## src/alu_pkg.sv

```systemverilog
// Constants and types of the saturating DSP datapath slice with its status flags
// ==========================================================================
// Behaviour
// - Negative flag bit 31 follows result sign
// - Zero flag bit 30 set on zero result
// - Carry bit 29: add carry, subtract no-borrow
// - Overflow flag bit 28 set on signed overflow
// - Saturation flag bit 27 is sticky
// - Saturation flag cleared only by explicit write
// - Greater-equal flags bits 19:16 readable, writable
// - Double-add: first plus doubled second operand
// - Double-sub: first minus doubled second operand
// - Both steps saturate to signed 32-bit range
// - Saturation in either step sets flag
// - Write and flags only when condition passes
package alu_pkg;

  localparam int unsigned DATA_W = 32;

  // ==========================================================================
  // Flag positions in program_status_flags
  localparam int unsigned FLAG_N_BIT = 31;
  localparam int unsigned FLAG_Z_BIT = 30;
  localparam int unsigned FLAG_C_BIT = 29;
  localparam int unsigned FLAG_V_BIT = 28;
  localparam int unsigned FLAG_Q_BIT = 27;
  localparam int unsigned GE_HI_BIT = 19;
  localparam int unsigned GE_LO_BIT = 16;

  localparam logic [31:0] FLAGS_RESET = 32'h0000_0000;
  // Writable bits; all others read as zero
  localparam logic [31:0] FLAGS_WR_MASK = 32'hf80f_0000;

  // ==========================================================================
  // Saturation limits
  localparam logic [31:0] SAT_MAX = 32'h7fff_ffff;
  localparam logic [31:0] SAT_MIN = 32'h8000_0000;

  typedef enum logic [2:0] {
    OP_ADDS,
    OP_SUBS,
    OP_SAT_DOUBLE_ADD,
    OP_SAT_DOUBLE_SUB,
    OP_FLAGS_WRITE
  } alu_op_t;

endpackage : alu_pkg

```

## src/sat_if.sv

```systemverilog
// Operand and result bundle between the datapath and its saturating unit
`timescale 1ns/1ps
`default_nettype none
interface sat_if;
  logic [31:0] a;
  logic [31:0] b;
  logic sub;
  logic [31:0] res;
  logic sat;
  modport calc (input a, input b, input sub, output res, output sat);
  modport user (output a, output b, output sub, input res, input sat);
endinterface : sat_if
`default_nettype wire

```

## src/sat_double_addsub.sv

```systemverilog
// Saturating double-then-add/subtract unit
`timescale 1ns/1ps
`default_nettype none
module sat_double_addsub (
  sat_if.calc s
);
  import alu_pkg::*;

  logic dbl_sat;
  logic add_sat;
  logic [31:0] dbl;
  logic [32:0] sum;

  always_comb begin
    // Doubling saturates when the top two bits differ
    dbl_sat = s.b[31] ^ s.b[30];
    dbl = dbl_sat ? (s.b[31] ? SAT_MIN : SAT_MAX) : {s.b[30:0], 1'b0};
    // The saturated doubled value feeds the second step
    if (s.sub) begin
      sum = {s.a[31], s.a} - {dbl[31], dbl};
    end else begin
      sum = {s.a[31], s.a} + {dbl[31], dbl};
    end
    add_sat = sum[32] ^ sum[31];
    s.res = add_sat ? (sum[32] ? SAT_MIN : SAT_MAX) : sum[31:0];
    s.sat = dbl_sat | add_sat;
  end

endmodule : sat_double_addsub
`default_nettype wire

```

## src/saturating_dsp_alu_flags.sv

```systemverilog
// Datapath slice: flag-setting add/sub, saturating double ops, status flags
`timescale 1ns/1ps
`default_nettype none
module saturating_dsp_alu_flags (
  input wire logic clk,
  input wire logic resetn,
  input wire logic op_valid,
  input wire alu_pkg::alu_op_t op_sel,
  input wire logic cond_pass,
  input wire logic [31:0] first_operand,
  input wire logic [31:0] second_operand,
  input wire logic [31:0] flags_wdata,
  output logic [31:0] result,
  output logic result_valid,
  output logic [31:0] program_status_flags
);
  import alu_pkg::*;

  typedef struct packed {
    logic [31:0] result;
    logic valid;
    logic [31:0] flags;
  } state_t;

  localparam state_t STATE_RESET = '{result: 32'h0000_0000, valid: 1'b0, flags: FLAGS_RESET};

  state_t state_q;
  state_t state_d;
  logic [32:0] add_w;
  logic [32:0] sub_w;
  logic take;

  sat_if sif ();

  sat_double_addsub u_sat (
    .s(sif.calc)
  );

  assign sif.a = first_operand;
  assign sif.b = second_operand;
  assign sif.sub = (op_sel == OP_SAT_DOUBLE_SUB);
  assign take = op_valid && cond_pass;

  // ==========================================================================
  // Next state
  always_comb begin
    state_d = state_q;
    state_d.valid = 1'b0;
    add_w = {1'b0, first_operand} + {1'b0, second_operand};
    sub_w = {1'b0, first_operand} - {1'b0, second_operand};
    if (take) begin
      case (op_sel)
        OP_ADDS: begin
          state_d.result = add_w[31:0];
          state_d.valid = 1'b1;
          state_d.flags[FLAG_N_BIT] = add_w[31];
          state_d.flags[FLAG_Z_BIT] = (add_w[31:0] == 32'h0000_0000);
          state_d.flags[FLAG_C_BIT] = add_w[32];
          state_d.flags[FLAG_V_BIT] = (first_operand[31] == second_operand[31])
                                      && (add_w[31] != first_operand[31]);
        end
        OP_SUBS: begin
          state_d.result = sub_w[31:0];
          state_d.valid = 1'b1;
          state_d.flags[FLAG_N_BIT] = sub_w[31];
          state_d.flags[FLAG_Z_BIT] = (sub_w[31:0] == 32'h0000_0000);
          state_d.flags[FLAG_C_BIT] = ~sub_w[32];
          state_d.flags[FLAG_V_BIT] = (first_operand[31] != second_operand[31])
                                      && (sub_w[31] != first_operand[31]);
        end
        OP_SAT_DOUBLE_ADD, OP_SAT_DOUBLE_SUB: begin
          state_d.result = sif.res;
          state_d.valid = 1'b1;
          // Only the sticky bit may change here
          if (sif.sat) begin
            state_d.flags[FLAG_Q_BIT] = 1'b1;
          end
        end
        OP_FLAGS_WRITE: begin
          // Only an explicit write can clear the sticky bit
          state_d.flags = flags_wdata & FLAGS_WR_MASK;
        end
        default: begin
          state_d.valid = 1'b0;
        end
      endcase
    end
  end

  always_ff @(posedge clk or negedge resetn) begin
    if (!resetn) begin
      state_q <= STATE_RESET;
    end else begin
      state_q <= state_d;
    end
  end

  assign result = state_q.result;
  assign result_valid = state_q.valid;
  assign program_status_flags = state_q.flags;

  // ==========================================================================
  // Checks
  logic is_dbl;
  logic [31:0] exp_dbl_add;
  logic [31:0] exp_dbl_sub;
  assign is_dbl = take && (op_sel == OP_SAT_DOUBLE_ADD || op_sel == OP_SAT_DOUBLE_SUB);
  assign exp_dbl_add = first_operand + {second_operand[30:0], 1'b0};
  assign exp_dbl_sub = first_operand - {second_operand[30:0], 1'b0};

  property p_n_z_adds;
    @(posedge clk) disable iff (!resetn)
    take && op_sel == OP_ADDS |=> program_status_flags[FLAG_N_BIT] == result[31]
      && program_status_flags[FLAG_Z_BIT] == (result == 32'h0000_0000);
  endproperty
  a_n_z_adds: assert property (p_n_z_adds) else $error("N/Z wrong after add");

  property p_z_subs;
    @(posedge clk) disable iff (!resetn)
    take && op_sel == OP_SUBS && first_operand == second_operand
      |=> program_status_flags[FLAG_Z_BIT] && program_status_flags[FLAG_C_BIT];
  endproperty
  a_z_subs: assert property (p_z_subs) else $error("Z/C wrong on equal subtract");

  property p_c_adds;
    @(posedge clk) disable iff (!resetn)
    take && op_sel == OP_ADDS |=> program_status_flags[FLAG_C_BIT] == (result < $past(first_operand));
  endproperty
  a_c_adds: assert property (p_c_adds) else $error("carry wrong after add");

  property p_v_subs;
    @(posedge clk) disable iff (!resetn)
    take && op_sel == OP_SUBS && first_operand == SAT_MIN && second_operand == 32'h0000_0001
      |=> program_status_flags[FLAG_V_BIT] && result == SAT_MAX;
  endproperty
  a_v_subs: assert property (p_v_subs) else $error("overflow missed on subtract");

  property p_q_sticky;
    @(posedge clk) disable iff (!resetn)
    program_status_flags[FLAG_Q_BIT] && !(take && op_sel == OP_FLAGS_WRITE)
      |=> program_status_flags[FLAG_Q_BIT];
  endproperty
  a_q_sticky: assert property (p_q_sticky) else $error("sticky flag lost");

  property p_q_clear_write;
    @(posedge clk) disable iff (!resetn)
    take && op_sel == OP_FLAGS_WRITE
      |=> program_status_flags == ($past(flags_wdata) & FLAGS_WR_MASK);
  endproperty
  a_q_clear_write: assert property (p_q_clear_write) else $error("flag write wrong");

  property p_ge_write;
    @(posedge clk) disable iff (!resetn)
    take && op_sel == OP_FLAGS_WRITE ##1 !op_valid [*2]
      |-> program_status_flags[GE_HI_BIT:GE_LO_BIT] == $past(flags_wdata[GE_HI_BIT:GE_LO_BIT], 2);
  endproperty
  a_ge_write: assert property (p_ge_write) else $error("GE flags not held");

  property p_dbl_add_exact;
    @(posedge clk) disable iff (!resetn)
    take && op_sel == OP_SAT_DOUBLE_ADD && second_operand[31:29] == 3'h0
      && first_operand[31:30] == 2'h0 |=> result == $past(exp_dbl_add) && result_valid;
  endproperty
  a_dbl_add_exact: assert property (p_dbl_add_exact) else $error("double-add wrong");

  property p_dbl_sub_exact;
    @(posedge clk) disable iff (!resetn)
    take && op_sel == OP_SAT_DOUBLE_SUB && second_operand[31:29] == 3'h0
      && first_operand[31:30] == 2'h0 |=> result == $past(exp_dbl_sub);
  endproperty
  a_dbl_sub_exact: assert property (p_dbl_sub_exact) else $error("double-sub wrong");

  property p_sat_limits;
    @(posedge clk) disable iff (!resetn)
    is_dbl && sif.sat |=> (result == SAT_MAX || result == SAT_MIN
      || $past(second_operand[31] ^ second_operand[30]))
      && program_status_flags[FLAG_Q_BIT];
  endproperty
  a_sat_limits: assert property (p_sat_limits) else $error("saturation wrong");

  property p_dbl_then_add;
    @(posedge clk) disable iff (!resetn)
    take && op_sel == OP_SAT_DOUBLE_ADD && second_operand == SAT_MIN && first_operand == SAT_MAX
      |=> result == 32'hffff_ffff && program_status_flags[FLAG_Q_BIT];
  endproperty
  a_dbl_then_add: assert property (p_dbl_then_add) else $error("wide intermediate used");

  property p_cond_fail;
    @(posedge clk) disable iff (!resetn)
    op_valid && !cond_pass |=> !result_valid && $stable(program_status_flags) && $stable(result);
  endproperty
  a_cond_fail: assert property (p_cond_fail) else $error("failed condition had effect");

  property p_dbl_keeps_flags;
    @(posedge clk) disable iff (!resetn)
    is_dbl |=> program_status_flags[31:28] == $past(program_status_flags[31:28])
      && program_status_flags[GE_HI_BIT:GE_LO_BIT]
         == $past(program_status_flags[GE_HI_BIT:GE_LO_BIT]);
  endproperty
  a_dbl_keeps_flags: assert property (p_dbl_keeps_flags) else $error("double op moved flags");

  property p_cov_dbl_sat;
    @(posedge clk) disable iff (!resetn) is_dbl && sif.sat;
  endproperty
  c_dbl_sat: cover property (p_cov_dbl_sat);

  property p_cov_q_clear;
    @(posedge clk) disable iff (!resetn)
    program_status_flags[FLAG_Q_BIT] ##1 !program_status_flags[FLAG_Q_BIT];
  endproperty
  c_q_clear: cover property (p_cov_q_clear);

  property p_cov_sub_dbl;
    @(posedge clk) disable iff (!resetn) take && op_sel == OP_SAT_DOUBLE_SUB && !sif.sat;
  endproperty
  c_sub_dbl: cover property (p_cov_sub_dbl);

  property p_cov_adds_v;
    @(posedge clk) disable iff (!resetn) take && op_sel == OP_ADDS ##1 program_status_flags[FLAG_V_BIT];
  endproperty
  c_adds_v: cover property (p_cov_adds_v);

endmodule : saturating_dsp_alu_flags
`default_nettype wire

```

## config.mk

```make
export PLATFORM = sky130hd
export DESIGN_NAME = saturating_dsp_alu_flags
export DESIGN_NICKNAME = d
export VERILOG_FILES = /design/src/alu_pkg.sv /design/src/sat_if.sv /design/src/sat_double_addsub.sv /design/src/saturating_dsp_alu_flags.sv
export SDC_FILE = /design/constraint.sdc
export NUM_CORES = 1
export LEC_CHECK = 0
export BUFFER_PORTS_ARGS = -buffer_cell sky130_fd_sc_hd__buf_2
export CORE_UTILIZATION = 30
export CTS_CLUSTER_DIAMETER = 30
export DETAILED_ROUTE_END_ITERATION = 6
export PLACE_DENSITY = 0.58
export SYNTH_ARGS = -nofsm -noshare
export SYNTH_HDL_FRONTEND = slang
export SYNTH_SLANG_ARGS = --single-unit
export TNS_END_PERCENT = 5
```

## constraint.sdc

```tcl
create_clock -name clk -period 3.3 [get_ports clk]
set_input_delay 0.33 -clock clk [delete_from_list [all_inputs] [get_ports clk]]
set_output_delay 0.33 -clock clk [all_outputs]
set_load 0.02 [all_outputs]
```

# After elaboration in Yosys (flattened, before gate mapping)
# Index checks and enable logic that the tools add are counted.
# word_totals
register_bits	42
latchBits	0
ramBits	0
romBits	0
mem_count	0
# op_classes
n_addsub	4
n_mul	0
n_div	0
n_lt_le_gt_ge	0
eq_ne	9
n_shift	0
muxes	12
bitwise_logic	4
n_reduce_logical	15
# op_table
cell	n
$mux 32	4
$pmux 32 s3	1
$add 32x32->33	2
$mux 33	2
$sub 32x32->33	2
$logic_not 32->1	2
$mux 20	1
$pmux 4 s3	1
$eq 3x2->1 const B	2
$reduce_and 2->1	3
$reduce_bool 3->1	2
$reduce_or 4->1	1
$eq 3x1->1 const B	1
$eq 3x3->1 const B	1
$logic_and 1x1->1	3
$logic_not 3->1	1
$ne 1x1->1	3
$reduce_and 3->1	1
$mux 1	2
$ne 2x2->1 const B	1
$pmux 1 s2	1
$reduce_bool 2->1	1
$reduce_or 2->1	1
$xor 1x1->1	2
3 further kinds	3

# Depth between registers and ports, before layout
# Gate-level depths: netlist of the first run.
# logic_depth
word_depth	9
mapped_depth	31
mapped_depth_nobuf	26

# Modules after synthesis
# From an unflattened synthesis of the first run, not the netlist that was laid out.
# unflattened
hier_cells	1294
area_unflattened_um2	9203.8
# by_module_without_submodules
module	n_inst	cells_each	area_each_um2	seq_area_each_um2
saturating_dsp_alu_flags	1	841	6154.7	1051.0
sat_double_addsub	1	453	3049.2	0.0

# Worst setup path before layout of the first run
# OpenSTA, ideal clock, no wires.
# synth_timing
kind	input -> register
startpoint	in second_operand[30]
endpoint	reg state_q (netlist bit result[29])
arrival_ns	5.264
required_time_ns	3.158
setup_slack_ns	-2.106
path_stages	30
path_buffers	5
cell_sequence	inv_1 > ha_1 > buf_4 > inv_2 > buf_6 > nand2_1 > o21ai_0 > ha_1 > nand2b_1 > nand2b_1 > nor2_1 > o21ai_0 > a21o_1 > clkbuf_1 > nand3_1 > and3_1 > a21o_1 > ha_1 > buf_2 > a21oi_1 > nand2b_1 > o31ai_1 > o31ai_1 > a221o_1 > a211oi_2 > xnor2_2 > xnor2_1 > buf_2 > nor4b_2 > o221ai_1
# synth_between
elab_chain_cells	7
word_cells_on_any_way	9
classes_between	add/sub: 2; mux: 5; bitwise: 2
# synth_rtl
element	line	source
start: declaration	saturating_dsp_alu_flags.sv:11	input wire logic [31:0] second_operand,
$xor 1x1->1	sat_double_addsub.sv:16	dbl_sat = s.b[31] ^ s.b[30];
$mux 32 (*)	sat_double_addsub.sv:17	dbl = dbl_sat ? (s.b[31] ? SAT_MIN : SAT_MAX) : {s.b[30:0], 1'b0};
$add 32x32->33 / $sub 32x32->33 (equally long branches)	sat_double_addsub.sv:22, sat_double_addsub.sv:20	
$mux 33 (*)	sat_double_addsub.sv:19	if (s.sub) begin
$mux 32 / $xor 1x1->1 (equally long branches)	sat_double_addsub.sv:25, sat_double_addsub.sv:24	
$mux 32 (*)	sat_double_addsub.sv:25	s.res = add_sat ? (sum[32] ? SAT_MIN : SAT_MAX) : sum[31:0];
$pmux 32 s3 (*)	saturating_dsp_alu_flags.sv:52	case (op_sel)
end signal: assignment	saturating_dsp_alu_flags.sv:94	state_q <= state_d;
end: declaration	saturating_dsp_alu_flags.sv:27	state_t state_q;
# Mark *: on every way between the ends. The rest lies on a longest branch, timed or not.
# A chain may end at the register's enable or synchronous reset.

# Worst setup path in the final report of the first run
# layout_timing
startpoint	in second_operand[30]
endpoint	reg state_q (netlist bit result[26])
# Same word-level chain as after synthesis.

==> flow_summary.json, run 1 <==
{
  "startpoint_type": "primary input",
  "drv_slew": 0,
  "worstPathArrival_ps": 4830,
  "async_flop_share_pct": 100,
  "violations": "setup timing",
  "drv_cap": 0,
  "worstPathRequired_ps": 3460,
  "synthesis.area_um2": 9330,
  "cp_max_fo": 5,
  "ys_warn_count": 0,
  "skew_ps": 0,
  "relSlewSlack_pct": 33.5,
  "num_vias": 12317,
  "cpPeakStageDelay_ps": 430,
  "dp_hpwl_mm": 38.3,
  "p_total_mw": 5.65,
  "area_growth_pct": 57.3,
  "diodes": 0,
  "final_cell_mix": "buf_4, a21oi_1, nor2_1",
  "drive_gt1_share_pct": 39.8,
  "synth-edff-count": 0,
  "wl_per_cell_um": 19.8,
  "dpl_cell_area_um2": 13800,
  "layout_commonest_cell": "buf_4",
  "status": "finished, violations left",
  "clock-root-buffer": "clkbuf_16",
  "cts_buffers": 5,
  "hold_path.class": "primary input to asynchronous set/reset pin",
  "first_pass_iters": 5,
  "route.met2.wl_mm": 19.2,
  "cellPowerDensity_nw_per_um2": 385,
  "fillers": 3104,
  "nets": 2093,
  "worstSetupPathType": "primary input to flip-flop",
  "num_rows": 64,
  "htreeDepth": 2,
  "synth_cells": 1333,
  "post-place-cells": 2256,
  "drc_errors": 0,
  "cts.sinks": 42,
  "wl_met3_mm": 3.48,
  "clkSlewWorstSetupHoldPaths_ps": 60,
  "ys_seq_elements": 42,
  "gr-total-overflow": 0,
  "start_util_pct": 30.5,
  "io_buffers": 121,
  "die_h_um": 178,
  "leakagePower_nw": 6.88,
  "tightest_slew_ps": 998,
  "synth_cell_types": 87,
  "hold_viol_final": 0,
  "wl_mm": 45.1,
  "antenna_found_initial": 0,
  "dieArea_um2": 31800,
  "grt_pass1_wl_mm": 67.0,
  "synthFlopType": "dfrtp_1",
  "worstSetupEndpointType": "flip-flop",
  "fin_ws_ps": -1370,
  "vias_per_cell": 5.39,
  "grt_usage_pct": 27.8,
  "syn_avg_cell_area_um2": 7.00,
  "num_io_pins": 168,
  "die_w_um": 178,
  "cts.path.max_buffers": 2,
  "setup_tns_ps": -42300,
  "drt_iter0_drc": 1142,
  "clk_latency_ps": 290,
  "fin_area_um2": 14700,
  "ir_worst_vdd_mv": 0.222,
  "core_area_um2": 30600,
  "fin_crit_sh_pct": 142,
  "finalSetupViolCount": 35,
  "period_minus_slack_ps": 4670,
  "grt_setup_unrepaired": "true",
  "fmax_mhz": 214,
  "cts_tree": "yes",
  "grt_max_degree": 43,
  "ys_seq_area_share_pct": 11.3,
  "worst_path_max_delay_cell": "a221o_1",
  "final_cells": 2284,
  "grt_pass1_vias": 11657,
  "m1WireLength_mm": 21.3,
  "antenna_left": 0,
  "gp_congestion": 0.995,
  "utilization_pct": 48.0,
  "top_layer": "met4"
}
## synth_stat cells, types with 13 or more instances
cell type  number  area share (%)
a211oi_1       19             1.5
a21o_1         23             1.9
a21oi_1       150             8.0
a221oi_1       13             1.2
a31oi_1        18             1.2
buf_2          14            0.75
buf_4          26             2.1
clkbuf_1       53             2.1
dfrtp_1        42              11
ha_1          100              13
inv_1          71             2.9
nand2_1        75             3.0
nand2b_1       15             1.0
nand3_1        41             2.2
nand4_1        15             1.0
nor2_1        150             6.0
nor2b_1        18             1.2
nor3_1         46             2.5
nor4_1         17             1.1
o21a_1         16             1.3
o21ai_0        86             4.6
o21bai_1       18             1.4
o22ai_1        13            0.87
o31ai_1        18             1.4
xnor2_1        77             7.2
xor2_1         19             1.8
## per-stage QoR
stage / setup slack (ps) / hold slack, ps
after floorplan: -1560 / 34.4
after global placement: -1860 / 466
after detailed placement: -1960 / 470
after CTS: -1270 / 248
after global routing: -1540 / 264
final: -1370 / 199
## routing by layer
metal,global-route usage (%),vias to the layer above
li1,-,5986
met1,40.6,5805
met2,42.3,471
met3,3.05,55
met4,8.19,0
met5,0,-
## critical path: cells and delay by family
family                   cells  cell delay [ps]
AO/OA/AOI/OAI               13             2160
XOR/XNOR                     1              200
adder cells (fa/ha/maj)      4             1210
buffers and inverters        5              510
AND/OR/NAND/NOR              4              400
## layout make-up
cell class / instances / area [um2] / area share (%)
Clock inverter: 2 / 60.1 / 0.409
Tap cell: 396 / 495 / 3.38
Clock buffer: 6 / 139 / 0.946
Inverter: 75 / 302 / 2.05
Sequential cell: 42 / 1050 / 7.16
Multi-Input combinational cell: 1141 / 8150 / 55.5
Timing Repair Buffer: 622 / 4480 / 30.5
## worst paths after layout
kind                                                 end  depth (start not counted)  slack [ps]                startpoint
worst max-delay path                          result[26]                         27       -1370        second_operand[30]
worst min-delay path                           result[0]                          1         200                    resetn
worst max register to register  program_status_flags[30]                         10         360  program_status_flags[30]
worst min register to register                result[31]                          2         480                result[31]
max in group asynchronous                     result[31]                          1        2480                    resetn
min in group clk                program_status_flags[19]                          2         260           flags_wdata[19]
## flip-flops by register name, indices dropped and copies added (netlist names)
| signal | count |
|---|---|
| result_valid | 1 |
| program_status_flags | 9 |
| result | 32 |
## timing repair
action,in CTS,in global routing
hold buffers,0,0
gates cloned,1,0
setup endpoints to repair,37,37
pin swaps,44,46
resized for setup,78,49
setup buffers,12,8
## power by group
part / switching, mW / total, mW / leakage, nW / internal, mW
Clock: 0.213 / 0.668 / 0.0971 / 0.454
Combinational: 2.33 / 4.24 / 6.28 / 1.92
Sequential: 0.0806 / 0.738 / 0.501 / 0.657
## logic make-up (layout without fill, tap and decap cells)
group                    count (synthesis)  in the layout  synth area share [%]
AO/OA/AOI/OAI                          482            482                  33.7
XOR/XNOR                                97             97                  9.19
adder cells (fa/ha/maj)                104            104                  14.2
buffers and inverters                  172            705                  8.26
flip-flops                              42             42                  11.3
multiplexers                            13             13                  1.45
other                                    1             23                0.0402
AND/OR/NAND/NOR                        422            422                  22.0
(Power assumes the default switching activity.)
==> run 2: changes to the inputs <==
Settings changed: CTS_BUF_LIST set to sky130_fd_sc_hd__clkbuf_8.
==> flow_summary.json, run 2 (same netlist as run 1, synthesis figures left out) <==
{
  "r2r-start": "program_status_flags[30]",
  "grt_max_degree": 43,
  "drc_errors": 0,
  "final_cell_mix": "buf_4, nor2_1, a21oi_1",
  "p_switching_mw": 2.56,
  "clk_latency_ps": 310,
  "antenna_found_initial": 0,
  "htreeDepth": 2,
  "route.met2.wl_mm": 19.1,
  "crit_start": "second_operand[30]",
  "first_pass_iters": 5,
  "violations": "setup timing",
  "largest_register_ffs": 32,
  "worstPathRequired_ps": 3480,
  "power.share.combinational_pct": 76.9,
  "grt_setup_unrepaired": "true",
  "antenna_left": 0,
  "utilization_pct": 47.3,
  "diodes": 0,
  "clock-root-buffer": "clkbuf_8",
  "worstSetupEndpointType": "flip-flop",
  "die_h_um": 178,
  "p_int_mw": 2.87,
  "nets": 2089,
  "grt_pass1_vias": 11670,
  "num_rows": 64,
  "critPathTopFamily": "compound AO/OA/AOI/OAI gates",
  "grt_pass1_wl_mm": 66.9,
  "clkSlewWorstSetupHoldPaths_ps": 80,
  "start_util_pct": 30.5,
  "fin_crit_sh_pct": 139,
  "top_layer": "met4",
  "wl_per_cell_um": 19.6,
  "skew_ps": 0,
  "holdWs_ps": 178,
  "switching_share_pct": 47.2,
  "ctsHoldBuffers": 0,
  "startpoint_type": "primary input",
  "hold_path.class": "primary input to asynchronous set/reset pin",
  "drive_gt1_share_pct": 38.6,
  "dp_hpwl_mm": 38.3,
  "layout_commonest_cell": "buf_4",
  "cts.sinks": 42,
  "finalSetupViolCount": 37,
  "fillers": 3126,
  "post-place-cells": 2256,
  "p_total_mw": 5.43,
  "cp_max_fo": 5,
  "dieArea_um2": 31800,
  "worstPathArrival_ps": 4770,
  "gr-total-overflow": 0,
  "relSlewSlack_pct": 33.0,
  "num_io_pins": 168,
  "worstSetupPathType": "primary input to flip-flop",
  "area_growth_pct": 55.0,
  "fmax_mhz": 218,
  "drt_iter0_drc": 1121,
  "final_cells": 2280,
  "drv_cap": 0,
  "m1WireLength_mm": 21.1,
  "wl_met3_mm": 3.39,
  "path_buf_inv": 5,
  "hold_viol_final": 0,
  "wl_mm": 44.7,
  "core_area_um2": 30600,
  "grt_usage_pct": 27.8,
  "cts_tree": "yes",
  "tightest_slew_ps": 1010,
  "cpPeakStageDelay_ps": 350,
  "status": "finished, violations left",
  "cts.path.max_buffers": 2,
  "cellPowerDensity_nw_per_um2": 375,
  "die_w_um": 178,
  "leakagePower_nw": 6.83,
  "pre_cts_slack_ps": -1960,
  "clockPowerShare_pct": 9.6,
  "ir_worst_vdd_mv": 0.212,
  "fin_ws_ps": -1290,
  "gp_congestion": 0.995,
  "drv_slew": 0,
  "cts_buffers": 5,
  "pwr-share-seq_pct": 13.6,
  "worst_path_max_delay_cell": "a311o_1",
  "io_buffers": 121,
  "num_vias": 12290,
  "period_minus_slack_ps": 4590,
  "vias_per_cell": 5.39
}
-- run 2: changes by cell type in the layout (fill, tap and decap cells not counted), moves of 5 or more --
cell       before  now
clkbuf_16       5    0
clkbuf_8        1    6
nor2_1        139  145
nor2_2         10    3
o21ai_1        14   19
o21ai_2        18   12
-- run 2: repair_timing --
action / in CTS / in global routing
gates cloned: 2 / 0
setup buffers: 15 / 0
pin swaps: 48 / 3
setup endpoints to repair: 37 / 37
gates resized for setup: 77 / 21
-- run 2: routing by layer --
| layer | vias up | GRT usage [%] |
|---|---|---|
| met5 | - | 0 |
| met4 | 0 | 8.16 |
| met3 | 54 | 3.28 |
| met2 | 497 | 42.3 |
| met1 | 5763 | 40.5 |
| li1 | 5976 | - |
-- run 2: worst paths after layout --
kind / to / slack (ps) / depth (start not counted)
setup reg to reg: program_status_flags[30] / 370 / 10
min in group clk: program_status_flags[19] / 240 / 2
hold reg to reg: result[31] / 490 / 2
hold / removal: result[7] / 180 / 1
setup / recovery: result[29] / -1290 / 28
max in group asynchronous: result[1] / 2490 / 1
-- run 2: power by group through the flow --
| stage | Sequential (mW) | Clock [mW] | Combinational (mW) |
|---|---|---|---|
| after floorplan | 0.916 | 0 | 1.81 |
| after global placement | 0.749 | 0 | 3.82 |
| after detailed placement | 0.747 | 0 | 3.86 |
| after CTS | 0.740 | 0.527 | 4.06 |
| after global routing | 0.757 | 0.540 | 4.47 |
| final | 0.737 | 0.519 | 4.17 |
-- run 2: stage by stage --
| stage | TNS [ps] | instance area, um2 |
|---|---|---|
| 6_report | -39620 | 14500 |
| 5_1_grt | -46690 | 14500 |
| 4_1_cts | -40220 | 14400 |
| 3_5_place_dp | -64530 | 13800 |
| 3_3_place_gp | -62010 | 13800 |
| 2_1_floorplan | -48780 | 9560 |
-- run 2: cell type report --
cell class / count / area, um2 / share of cell area (%)
inverter: 75 / 302 / 2.08
multi-input combinational: 1141 / 8030 / 55.5
sequential: 42 / 1050 / 7.27
clock inverter: 2 / 60.1 / 0.415
timing repair buffer: 618 / 4450 / 30.7
clock buffer: 6 / 82.6 / 0.571
tap: 396 / 495 / 3.43
-- run 2: worst register-to-register path, stage by stage, from the launching register on --
cell	delay, ps
dfrtp_1	410
o21ai_0	220
nor4_1	400
o2111ai_1	170
nor4_1	330
buf_4	170
o2111ai_1	80
or4_1	540
nor4b_1	260
nand4b_1	150
o21ai_1	140
==> run 3: changes to the inputs <==
Settings changed: TNS_END_PERCENT 5 to not set.
==> flow_summary.json, run 3 (same netlist as run 1, synthesis figures left out) <==
{
  "status": "finished, violations left",
  "leakagePower_nw": 7.01,
  "htreeDepth": 2,
  "violations": "setup timing",
  "startpoint_type": "primary input",
  "r2r-start": "program_status_flags[30]",
  "fin_crit_sh_pct": 141,
  "nets": 2118,
  "start_util_pct": 30.5,
  "grt_pass1_wl_mm": 67.9,
  "fillers": 3003,
  "num_rows": 64,
  "grt_usage_pct": 28.0,
  "cp_max_fo": 6,
  "cts_tree": "yes",
  "final_cell_mix": "buf_4, nor2_1, a21oi_1",
  "switching_share_pct": 48.5,
  "p_int_mw": 2.90,
  "antenna_left": 0,
  "worstPathArrival_ps": 4900,
  "die_w_um": 178,
  "drive_gt1_share_pct": 43.0,
  "clock-root-buffer": "clkbuf_8",
  "fin_ws_ps": -1360,
  "num_vias": 12541,
  "cts.sinks": 42,
  "dp_hpwl_mm": 37.9,
  "reg2reg_depth": 10,
  "antenna_found_initial": 0,
  "pre_cts_slack_ps": -1970,
  "drv_slew": 0,
  "holdWs_ps": 173,
  "p_switching_mw": 2.73,
  "die_h_um": 178,
  "fmax_mhz": 215,
  "fin_area_um2": 15200,
  "power.share.combinational_pct": 81.0,
  "hold_viol_final": 0,
  "p_total_mw": 5.63,
  "ctsHoldBuffers": 0,
  "crit_start": "second_operand[30]",
  "clockPowerShare_pct": 5.9,
  "pwr-share-seq_pct": 13.1,
  "num_io_pins": 168,
  "skew_ps": 0,
  "cp.depth": 28,
  "grt_pass1_vias": 11887,
  "gp_congestion": 1.01,
  "ir_worst_vdd_mv": 0.198,
  "first_pass_iters": 5,
  "worst_path_max_delay_cell": "a221o_1",
  "layout_commonest_cell": "buf_4",
  "clkSlewWorstSetupHoldPaths_ps": 90,
  "clk_latency_ps": 310,
  "dpl_cell_area_um2": 13900,
  "worstPathRequired_ps": 3540,
  "cellPowerDensity_nw_per_um2": 371,
  "tightest_slew_ps": 987,
  "gr-total-overflow": 0,
  "cts_buffers": 5,
  "critPathTopFamily": "compound AO/OA/AOI/OAI gates",
  "finalSetupViolCount": 34,
  "area_growth_pct": 62.9,
  "cpPeakStageDelay_ps": 410,
  "path_buf_inv": 6,
  "cts.path.max_buffers": 2,
  "worstSetupEndpointType": "flip-flop",
  "drc_errors": 0,
  "utilization_pct": 49.7,
  "drt_iter0_drc": 1179,
  "hold_path.class": "primary input to asynchronous set/reset pin",
  "wl_per_cell_um": 19.7,
  "relSlewSlack_pct": 34.2,
  "grt_max_degree": 43,
  "wl_mm": 45.5,
  "largest_register_ffs": 32,
  "dieArea_um2": 31800,
  "drv_cap": 0,
  "core_area_um2": 30600,
  "io_buffers": 121,
  "diodes": 0,
  "vias_per_cell": 5.43,
  "worstSetupPathType": "primary input to flip-flop",
  "period_minus_slack_ps": 4660,
  "grt_setup_unrepaired": "true"
}
-- run 3: cell types whose count changed in the layout (fill, tap and decap cells not counted), sizes merged --
cell,delta
buf,+29
clkbuf,-1
bufinv,-2
clkinv,+2
-- run 3: what timing repair did --
action,in CTS,in global routing
resized for setup,96,98
pin swaps,43,52
endpoints found under the setup margin,37,37
endpoints found under the hold margin,0,0
cloned,4,0
buffers inserted,29,11
-- run 3: power by group through the flow --
stage | Combinational (mW) | Sequential, mW | Clock [mW]
floorplan | 1.83 | 0.916 | 0
global placement | 3.86 | 0.746 | 0
detailed placement | 3.90 | 0.749 | 0
CTS | 4.33 | 0.741 | 0.339
global route | 4.86 | 0.759 | 0.356
finish | 4.57 | 0.738 | 0.332
-- run 3: path summary, 6_finish.rpt --
| kind | to | slack, ps |
|---|---|---|
| max | result[5] | -1360 |
| min | result[19] | 170 |
| max reg2reg | program_status_flags[30] | 470 |
| min reg2reg | result[31] | 490 |
| max in group asynchronous | program_status_flags[27] | 2520 |
| min in group clk | program_status_flags[19] | 240 |
-- run 3: metrics by stage --
step                setup TNS, ps  instances
floorplan                  -47300       1355
global placement           -60980       2262
detailed placement         -64550       2262
CTS                        -42670       2300
global route               -48350       2308
finish                     -42780       2308
-- run 3: per-layer routing --
metal / global-route usage [%] / part of all wire [%] / routed length (um) / up-vias
met5: 0 / 0 / 0 / -
met1: 39.2 / 46 / 20700 / 5905
li1: - / - / - / 6022
met3: 3.64 / 7.5 / 3430 / 82
met4: 9.22 / 3.1 / 1430 / 0
met2: 44.0 / 44 / 19900 / 532
-- run 3: cell type report --
class                           instances  area [um2]  share of cell area (%)
Tap cell                              396         495                    3.26
Sequential cell                        42        1050                    6.91
Timing Repair Buffer                  647        4750                    31.3
Inverter                               75         309                    2.03
Clock buffer                            5        68.8                   0.453
Clock inverter                          2        10.0                  0.0659
Multi-Input combinational cell       1141        8510                    56.0
